--- src/core/scpf_pkg.sv ---
// shared constants and types for the status clear and soft reset pulse logic
// assumes a single 125 MHz system clock and a synchronous active-low reset
package scpf_pkg;

  localparam int unsigned CLK_SYS_MHZ  = 125;
  localparam logic [2:0]  COUNT_ZERO   = 3'h0;
  localparam logic [2:0]  COUNT_ONE    = 3'h1;
  localparam logic [2:0]  PULSE_LAST   = 3'h4;

  localparam int unsigned LED_COUNT    = 4;
  localparam int unsigned LED_DIV_W    = 8;
  localparam logic [7:0]  LED_DIV_SLOW = 8'h0f;
  localparam logic [7:0]  LED_DIV_FAST = 8'h03;
  localparam logic [7:0]  LED_DIV_ZERO = 8'h00;
  localparam logic [7:0]  LED_DIV_ONE  = 8'h01;
  localparam logic [3:0]  LED_OFF      = 4'h0;
  localparam logic [3:0]  LED_FIRST    = 4'h1;

  typedef enum logic [9:0] {
    CS_IDLE                = 10'h001,
    CS_WAIT1               = 10'h002,
    CS_WAIT2               = 10'h004,
    CS_WAIT3               = 10'h008,
    CS_WAIT4               = 10'h010,
    CS_WAIT_FOR_REQUEST    = 10'h020,
    CS_WAIT_RESPONSE_START = 10'h040,
    CS_WAIT_RESPONSE_DONE  = 10'h080,
    CS_SET                 = 10'h100,
    CS_RELEASE             = 10'h200
  } scpf_clr_state_t;

  typedef enum logic [2:0] {
    PG_IDLE  = 3'h1,
    PG_SET   = 3'h2,
    PG_RESET = 3'h4
  } scpf_pulse_state_t;

  typedef struct packed {
    logic stop;
    logic rate_select;
    logic step_en_n;
  } scpf_led_ctrl_t;

  typedef struct packed {
    logic status_fsm;
    logic pulse_fsm;
  } scpf_err_t;

endpackage

--- src/core/scpf_pulse_gen.sv ---
// soft reset pulse generator: one five-cycle pulse per rising request
// assumes request is synchronous to clk_sys
`timescale 1ns/1ps
`default_nettype none

module scpf_pulse_gen
  import scpf_pkg::*;
#(
  parameter logic [2:0] LAST_COUNT = PULSE_LAST
) (
  input  wire logic clk_sys,
  input  wire logic rst_n,
  input  wire logic pulse_request,
  input  wire logic err_clear,
  output var  logic pulse_out,
  output var  logic illegal_state_flag
);

  scpf_pulse_state_t state;
  scpf_pulse_state_t next_state;
  logic [2:0]        count;
  logic              illegal_hit;

  // next state decode
  always_comb begin
    next_state  = state;
    illegal_hit = 1'b0;
    case (state)
      PG_IDLE: begin
        if (pulse_request) begin
          next_state = PG_SET;
        end
      end
      PG_SET: begin
        if (count == LAST_COUNT) begin
          next_state = PG_RESET;
        end
      end
      PG_RESET: begin
        if (!pulse_request) begin
          next_state = PG_IDLE;
        end
      end
      default: begin
        next_state  = PG_IDLE;
        illegal_hit = 1'b1;
      end
    endcase
  end

  always_ff @(posedge clk_sys) begin
    if (!rst_n) begin
      state <= PG_IDLE;
    end else begin
      state <= next_state;
    end
  end

  always_ff @(posedge clk_sys) begin
    if (!rst_n) begin
      count <= COUNT_ZERO;
    end else if (state == PG_SET) begin
      count <= count + COUNT_ONE;
    end else begin
      count <= COUNT_ZERO;
    end
  end

  // output high only while in set
  always_ff @(posedge clk_sys) begin
    if (!rst_n) begin
      pulse_out <= 1'b0;
    end else begin
      pulse_out <= (next_state == PG_SET);
    end
  end

  // sticky; a new hit wins over a clear
  always_ff @(posedge clk_sys) begin
    if (!rst_n) begin
      illegal_state_flag <= 1'b0;
    end else if (illegal_hit) begin
      illegal_state_flag <= 1'b1;
    end else if (err_clear) begin
      illegal_state_flag <= 1'b0;
    end
  end

  a_pulse_width: assert property (
    @(posedge clk_sys) disable iff (!rst_n)
    $rose(pulse_out) |-> pulse_out[*5] ##1 !pulse_out)
    else $error("soft reset pulse not five cycles");

  a_pulse_single: assert property (
    @(posedge clk_sys) disable iff (!rst_n)
    (state == PG_RESET && pulse_request) |=> (state == PG_RESET && !pulse_out))
    else $error("held request gave a second pulse");

endmodule

`default_nettype wire

--- src/core/scpf_top.sv ---
// status flag clear machine, soft reset pulse and led sweep driver
// assumes all inputs synchronous to clk_sys; wf_clk_en marks waveform rate
`timescale 1ns/1ps
`default_nettype none

// What this block does
// both state machines run from the 125 MHz system clock
// clear output is high exactly five cycles per status request
// reset holds idle; after release four one-cycle wait states follow
// third and fourth wait states assert the flag clear for startup
// then wait for the request, then go to wait for response start
// response in progress going low moves to wait for response done
// response in progress returning high enters set and asserts clear
// set lasts until counter reaches four, then release drops the clear
// from release, go back to wait for response start once request is 0
// clear machine sets a sticky flag on an undefined state
// partner holds response in progress low while a response is sent
// soft reset generator gives a five-cycle high pulse per request
// request enters set with output high; count of four moves to reset
// reset state drives low and waits for request low before idle
// pulse generator sets a sticky flag on an undefined state
// led driver runs at waveform rate and sweeps four leds
// partner drives stop from inverse waveform running bit
// rate select high gives slower sweep, low gives faster sweep
// partner pulses the low step enable when its down counter empties
// partner raises the status request on a request status command
// reset holds both machines idle, outputs low, sticky flags cleared
module scpf_top
  import scpf_pkg::*;
#(
  parameter logic [LED_DIV_W-1:0] DIV_SLOW = LED_DIV_SLOW,
  parameter logic [LED_DIV_W-1:0] DIV_FAST = LED_DIV_FAST
) (
  input  wire logic           clk_sys,
  input  wire logic           rst_n,
  input  wire logic           status_request_strobe,
  input  wire logic           response_in_progress_n,
  input  wire logic           soft_reset_request,
  input  wire logic           err_clear,
  input  wire logic           wf_clk_en,
  input  wire scpf_led_ctrl_t led_ctrl,
  output var  logic           status_clear_out,
  output var  logic           soft_reset_out,
  output var  scpf_err_t      illegal_state_flag,
  output var  logic [3:0]     led_out
);

  scpf_clr_state_t      state;
  scpf_clr_state_t      next_state;
  logic [2:0]           count;
  logic                 illegal_hit;
  logic                 next_clear;
  logic                 status_flag;
  logic                 pulse_flag;

  logic [LED_DIV_W-1:0] div_count;
  logic [LED_DIV_W-1:0] div_limit;
  logic                 led_step;
  logic                 sweep_down;

  // status flag clear machine

  // next state decode
  always_comb begin
    next_state  = state;
    illegal_hit = 1'b0;
    case (state)
      CS_IDLE: begin
        next_state = CS_WAIT1;
      end
      CS_WAIT1: begin
        next_state = CS_WAIT2;
      end
      CS_WAIT2: begin
        next_state = CS_WAIT3;
      end
      CS_WAIT3: begin
        next_state = CS_WAIT4;
      end
      CS_WAIT4: begin
        next_state = CS_WAIT_FOR_REQUEST;
      end
      CS_WAIT_FOR_REQUEST: begin
        if (status_request_strobe) begin
          next_state = CS_WAIT_RESPONSE_START;
        end
      end
      CS_WAIT_RESPONSE_START: begin
        if (!response_in_progress_n) begin
          next_state = CS_WAIT_RESPONSE_DONE;
        end
      end
      CS_WAIT_RESPONSE_DONE: begin
        if (response_in_progress_n) begin
          next_state = CS_SET;
        end
      end
      CS_SET: begin
        if (count == PULSE_LAST) begin
          next_state = CS_RELEASE;
        end
      end
      CS_RELEASE: begin
        if (status_request_strobe == 1'b0) begin
          next_state = CS_WAIT_RESPONSE_START;
        end
      end
      default: begin
        next_state  = CS_IDLE;
        illegal_hit = 1'b1;
      end
    endcase
  end

  // state register on the system clock
  always_ff @(posedge clk_sys) begin
    if (!rst_n) begin
      state <= CS_IDLE;
    end else begin
      state <= next_state;
    end
  end

  // cycles spent in set
  always_ff @(posedge clk_sys) begin
    if (!rst_n) begin
      count <= COUNT_ZERO;
    end else if (state == CS_SET) begin
      count <= count + COUNT_ONE;
    end else begin
      count <= COUNT_ZERO;
    end
  end

  // clear asserted in the third and fourth startup waits and in set
  always_comb begin
    next_clear = (next_state == CS_WAIT3) ||
                 (next_state == CS_WAIT4) ||
                 (next_state == CS_SET);
  end

  always_ff @(posedge clk_sys) begin
    if (!rst_n) begin
      status_clear_out <= 1'b0;
    end else begin
      status_clear_out <= next_clear;
    end
  end

  // sticky undefined state flag
  always_ff @(posedge clk_sys) begin
    if (!rst_n) begin
      status_flag <= 1'b0;
    end else if (illegal_hit) begin
      status_flag <= 1'b1;
    end
  end

  // soft reset pulse generator

  scpf_pulse_gen #(
    .LAST_COUNT (PULSE_LAST)
  ) scpf_pulse_gen_i (
    .clk_sys            (clk_sys),
    .rst_n              (rst_n),
    .pulse_request      (soft_reset_request),
    .err_clear          (err_clear),
    .pulse_out          (soft_reset_out),
    .illegal_state_flag (pulse_flag)
  );

  always_comb begin
    illegal_state_flag.status_fsm = status_flag;
    illegal_state_flag.pulse_fsm  = pulse_flag;
  end

  // led sweep driver, stepped at waveform rate

  // divide ratio from rate select
  always_comb begin
    if (led_ctrl.rate_select) begin
      div_limit = DIV_SLOW;
    end else begin
      div_limit = DIV_FAST;
    end
  end

  // divider advances on waveform enable with step enable low
  always_ff @(posedge clk_sys) begin
    if (!rst_n || led_ctrl.stop) begin
      div_count <= LED_DIV_ZERO;
    end else if (wf_clk_en && !led_ctrl.step_en_n) begin
      if (div_count >= div_limit) begin
        div_count <= LED_DIV_ZERO;
      end else begin
        div_count <= div_count + LED_DIV_ONE;
      end
    end
  end

  always_comb begin
    led_step = wf_clk_en && !led_ctrl.step_en_n && (div_count >= div_limit);
  end

  // sweep direction flips at either end
  always_ff @(posedge clk_sys) begin
    if (!rst_n || led_ctrl.stop) begin
      sweep_down <= 1'b0;
    end else if (led_step) begin
      if (!sweep_down && led_out[LED_COUNT-1]) begin
        sweep_down <= 1'b1;
      end else if (sweep_down && led_out[0]) begin
        sweep_down <= 1'b0;
      end
    end
  end

  // one lit led walks back and forth
  always_ff @(posedge clk_sys) begin
    if (!rst_n || led_ctrl.stop) begin
      led_out <= LED_OFF;
    end else if (led_out == LED_OFF) begin
      led_out <= LED_FIRST;
    end else if (led_step) begin
      if (!sweep_down && led_out[LED_COUNT-1]) begin
        led_out <= led_out >> 1;
      end else if (sweep_down && led_out[0]) begin
        led_out <= led_out << 1;
      end else if (sweep_down) begin
        led_out <= led_out >> 1;
      end else begin
        led_out <= led_out << 1;
      end
    end
  end

  // checks

  a_clear_pulse_width: assert property (
    @(posedge clk_sys) disable iff (!rst_n)
    (state == CS_SET && $past(state) != CS_SET) |->
      status_clear_out[*5] ##1 !status_clear_out)
    else $error("status clear pulse not five cycles");

  a_startup_walk: assert property (
    @(posedge clk_sys) disable iff (!rst_n)
    $rose(rst_n) |-> (state == CS_IDLE) ##1 (state == CS_WAIT1) ##1
      (state == CS_WAIT2) ##1 (state == CS_WAIT3) ##1 (state == CS_WAIT4) ##1
      (state == CS_WAIT_FOR_REQUEST))
    else $error("startup wait states out of order");

  a_startup_clear: assert property (
    @(posedge clk_sys) disable iff (!rst_n)
    (state == CS_WAIT2) |-> !status_clear_out ##1 status_clear_out ##1
      status_clear_out ##1 !status_clear_out)
    else $error("startup flag clear not in third and fourth waits");

  a_request_taken: assert property (
    @(posedge clk_sys) disable iff (!rst_n)
    (state == CS_WAIT_FOR_REQUEST && status_request_strobe) |=>
      (state == CS_WAIT_RESPONSE_START))
    else $error("request not taken from wait for request");

  a_response_start: assert property (
    @(posedge clk_sys) disable iff (!rst_n)
    (state == CS_WAIT_RESPONSE_START && !response_in_progress_n) |=>
      (state == CS_WAIT_RESPONSE_DONE) && !status_clear_out)
    else $error("response start not seen");

  a_response_done: assert property (
    @(posedge clk_sys) disable iff (!rst_n)
    (state == CS_WAIT_RESPONSE_DONE && response_in_progress_n) |=>
      (state == CS_SET) && status_clear_out)
    else $error("set not entered after response");

  a_release_return: assert property (
    @(posedge clk_sys) disable iff (!rst_n)
    (state == CS_RELEASE && !status_request_strobe) |=>
      (state == CS_WAIT_RESPONSE_START))
    else $error("release state did not return to wait for response start");

  a_release_low: assert property (
    @(posedge clk_sys) disable iff (!rst_n)
    (state == CS_RELEASE) |-> !status_clear_out)
    else $error("status clear high in release");

  a_illegal_sticky: assert property (
    @(posedge clk_sys) disable iff (!rst_n)
    status_flag |=> status_flag)
    else $error("illegal state flag dropped");

  a_led_stop_dark: assert property (
    @(posedge clk_sys) disable iff (!rst_n)
    led_ctrl.stop |=> (led_out == LED_OFF))
    else $error("leds lit while stopped");

  a_led_one_hot: assert property (
    @(posedge clk_sys) disable iff (!rst_n)
    (led_out != LED_OFF) |-> $onehot(led_out))
    else $error("more than one led lit");

endmodule

`default_nettype wire

--- config.mk ---
export PLATFORM = sky130hd
export DESIGN_NAME = scpf_top
export DESIGN_NICKNAME = d
export VERILOG_FILES = /design/src/core/scpf_pkg.sv /design/src/core/scpf_pulse_gen.sv /design/src/core/scpf_top.sv
export SDC_FILE = /design/constraint.sdc
export NUM_CORES = 1
export LEC_CHECK = 0
export ABC_AREA = 1
export ABC_CLOCK_PERIOD_IN_PS = 3750
export BUFFER_PORTS_ARGS = -buffer_cell sky130_fd_sc_hd__clkbuf_2
export CAP_MARGIN = 15
export CORE_MARGIN = 4
export CORE_UTILIZATION = 45
export CTS_BUF_LIST = sky130_fd_sc_hd__clkbuf_8
export DETAILED_ROUTE_END_ITERATION = 12
export GPL_TIMING_DRIVEN = 0
export HOLD_SLACK_MARGIN = 0.02
export PLACE_DENSITY = 0.68
export SLEW_MARGIN = 20
export SYNTH_ARGS = -nofsm -noshare
export SYNTH_HDL_FRONTEND = slang
export SYNTH_SLANG_ARGS = --single-unit
--- constraint.sdc ---
create_clock -name clk_sys -period 3.75 [get_ports clk_sys]
set_clock_uncertainty 0.15 [all_clocks]
set_input_delay 0.1875 -clock clk_sys [delete_from_list [all_inputs] [get_ports clk_sys]]
set_output_delay 0.1875 -clock clk_sys [all_outputs]
set_load 0.01 [all_outputs]
==> out/qor.yml <==
cp_cell_sequence: "ha_1 > nand2_1 > nor2_1 > a211oi_1 > nand2_1 > nand2_1 > nand2_1 > nor3b_1"
crit_buf_inv: 0
synth.avg_cell_area_um2: 7.17
leakage_nw: 0.907
syn_area_mm2: 0.00174
synthFlopType: "dfxtp_1"
drc: 0
setup_ws_ns: 1.95
io_pins: 18
fillers: 381
finalCritPeriodShare: 0.481
yosysMostFrequentCell: "nand2_1"
fmax_mhz: 554
cts_root_buf: "clkbuf_8"
clock_sinks: 36
finalNetCount: 286
antenna_found_initial: 0
antenna_cells: 0
grt_start_max_net_pins: 11
floorplan.initialDensity: 0.470
cp.depth: 8
htree_levels: 2
core_area_mm2: 0.00369
avgRoutedWirePerCell_um: 9.72
clockBufferDepth: 2
min_period_ns: 1.80
synth-edff-count: 0
critPathLaunch: "div_count[3]$_SDFFE_PP0P_"
yosys-top-cells-area: "dfxtp_1, nand2_1, nor2_1, inv_1, ha_1"
cp_top_family: "simple AND/OR/NAND/NOR gates"
r2r-start: "div_count[3]$_SDFFE_PP0P_"
dieArea_mm2: 0.00491
drt-initial-drc-count: 79
cts_tree: "done"
crit_arrival_ns: 1.86
first_pass_iters: 4
endpoint_kind: "register"
relSlewSlack: 0.675
hold_depth: 3
cp_max_fo: 8
cp_slowest_cell: "dfxtp_1"
power.total_mw: 0.790
rr_worst_depth: 8
hold_buffers: 3
vias_per_cell: 4.64
fp.dieH_um: 70.1
clock_latency_ns: 0.28
finalMaxSlewViolations: 0
grt_pass1_wl_um: 5450
placed_cells_incl_taps: 307
hold_path_class: "in -> reg"
fp.dieW_um: 70.1
grt_overflow: 0
post-cts-setup-buffers: 0
grt_pass1_vias: 1345
cp_common_cell: "nand2_1"
grt_usage: 0.136
synth_seq_area_share: 0.415
synthDistinctLibCells: 27
setup.worst_path.start_class: "register"
status: "completed"
worstPathRequired_ns: 3.80
syn_inst: 242
cap_violations: 0
final_layout_size_suffix_gt1_frac: 0.156
ff2ff_setup_slack_ns: 1.95
final-hold-violation-count: 0
yosys.area.top_type: "dfxtp_1"
setup_viol: 0
finalWeightedCongestion: 0.804
finalNonFillerCells: 317
synth.top_cell.area_share: 0.415
finalSetupTns_ns: 0
port_buffers: 17
tightest_slew_ns: 0.487
synth_common_cells: "nand2_1, nor2_1, inv_1"
synth_warnings: 0
pre_cts_slack_ns: 1.96
synthArstFlopShare: 0
critPathKind: "reg -> reg"
placed_area_mm2: 0.00188
postRouteAntennaNets: 0
slowest_delay_ns: 0.37
area_delta_synth_final_pct: 15.6
final_area_mm2: 0.00201
row_count: 22
synth-seq-cells: 36
ir_worst_vdd_mv: 0.309
routed_wl_um: 3080
hold_path_startpoint: "response_in_progress_n"
syn_nets: 259
hpwl_um: 2330
vias: 1471
cts_buffers: 5
path_clk_slew_ns: 0.06
grt_setup_unrepaired: "no"
power_density_mw_per_mm2: 394
post_cts_resized: 0
-- placed cells by master, fill, tap and decap left out, types with 2 or more instances in the layout --
cell / count
nor2_2: 7
xnor2_1: 3
clkbuf_2: 17
nand4_1: 2
nand3_2: 2
dlygate4sd3_1: 3
nand2_2: 2
nand3b_1: 2
nor2_1: 43
nor3_1: 5
a211oi_1: 3
inv_1: 37
nor2_4: 3
xor2_1: 2
dfxtp_1: 36
nand3_1: 12
clkbuf_8: 7
a21oi_1: 15
buf_4: 2
ha_1: 7
nand2_1: 47
o21ai_0: 4
-- cell families (layout without fill, tap and decap cells) --
logic type,Yosys count,in the layout,share of synthesized area
AND/OR/NAND/NOR,129,129,0.341
XOR/XNOR,5,5,0.0252
AO/OA/AOI/OAI,24,24,0.0750
flip-flops,36,36,0.415
buffers and inverters,41,68,0.0930
adder cells (fa/ha/maj),7,7,0.0505
-- state kept, by name, summed over array words and instances, names as in the netlist --
signal / cells
scpf_pulse_gen_i.pulse_out: 1
sweep_down: 1
scpf_pulse_gen_i.count: 3
scpf_pulse_gen_i.state: 3
led_out: 4
scpf_pulse_gen_i.illegal_state_flag: 1
div_count: 8
status_clear_out: 1
status_flag: 1
state: 10
count: 3
-- layer usage --
metal	global-route usage	vias to the layer above	wire, um
met3	0.0432	7	143
li1	-	804	-
met5	0	-	0
met2	0.228	28	1440
met1	0.157	632	1440
met4	0.0596	0	60
-- cell type report --
cell class / count / area, um2 / area share
Tap cell: 48 / 60.1 / 0.0299
Sequential cell: 36 / 721 / 0.359
Timing Repair Buffer: 20 / 115 / 0.0574
Inverter: 38 / 143 / 0.0711
Clock buffer: 7 / 96.3 / 0.0480
Multi-Input combinational cell: 165 / 853 / 0.425
Buffer: 3 / 18.8 / 0.00935
-- power breakdown --
part           total [mW]  internal (mW)  leakage, nW  switching, mW
combinational      0.0949         0.0390        0.564         0.0559
clock               0.290          0.163       0.0503          0.126
sequential          0.405          0.396        0.292        0.00898
-- stage by stage --
step	util	hold slack, ns
global route	0.544	0.0712
CTS	0.544	0.0302
finish	0.544	0.0394
floorplan	-	0.121
detailed placement	0.510	0.285
global placement	0.510	0.280
-- final timing paths --
check | end
max | div_count[2]$_SDFFE_PP0P_
min | state[8]$_SDFF_PN0_
max reg2reg | div_count[2]$_SDFFE_PP0P_
min reg2reg | div_count[5]$_SDFFE_PP0P_
-- worst register-to-register path, cell delays in order, from the launching register on --
cell	delay, ns
dfxtp_1	0.37
ha_1	0.26
nand2_1	0.07
nor2_1	0.04
a211oi_1	0.18
nand2_1	0.07
nand2_1	0.22
nand2_1	0.19
nor3b_1	0.19
No activity file was read; power rests on OpenSTA's default activity.
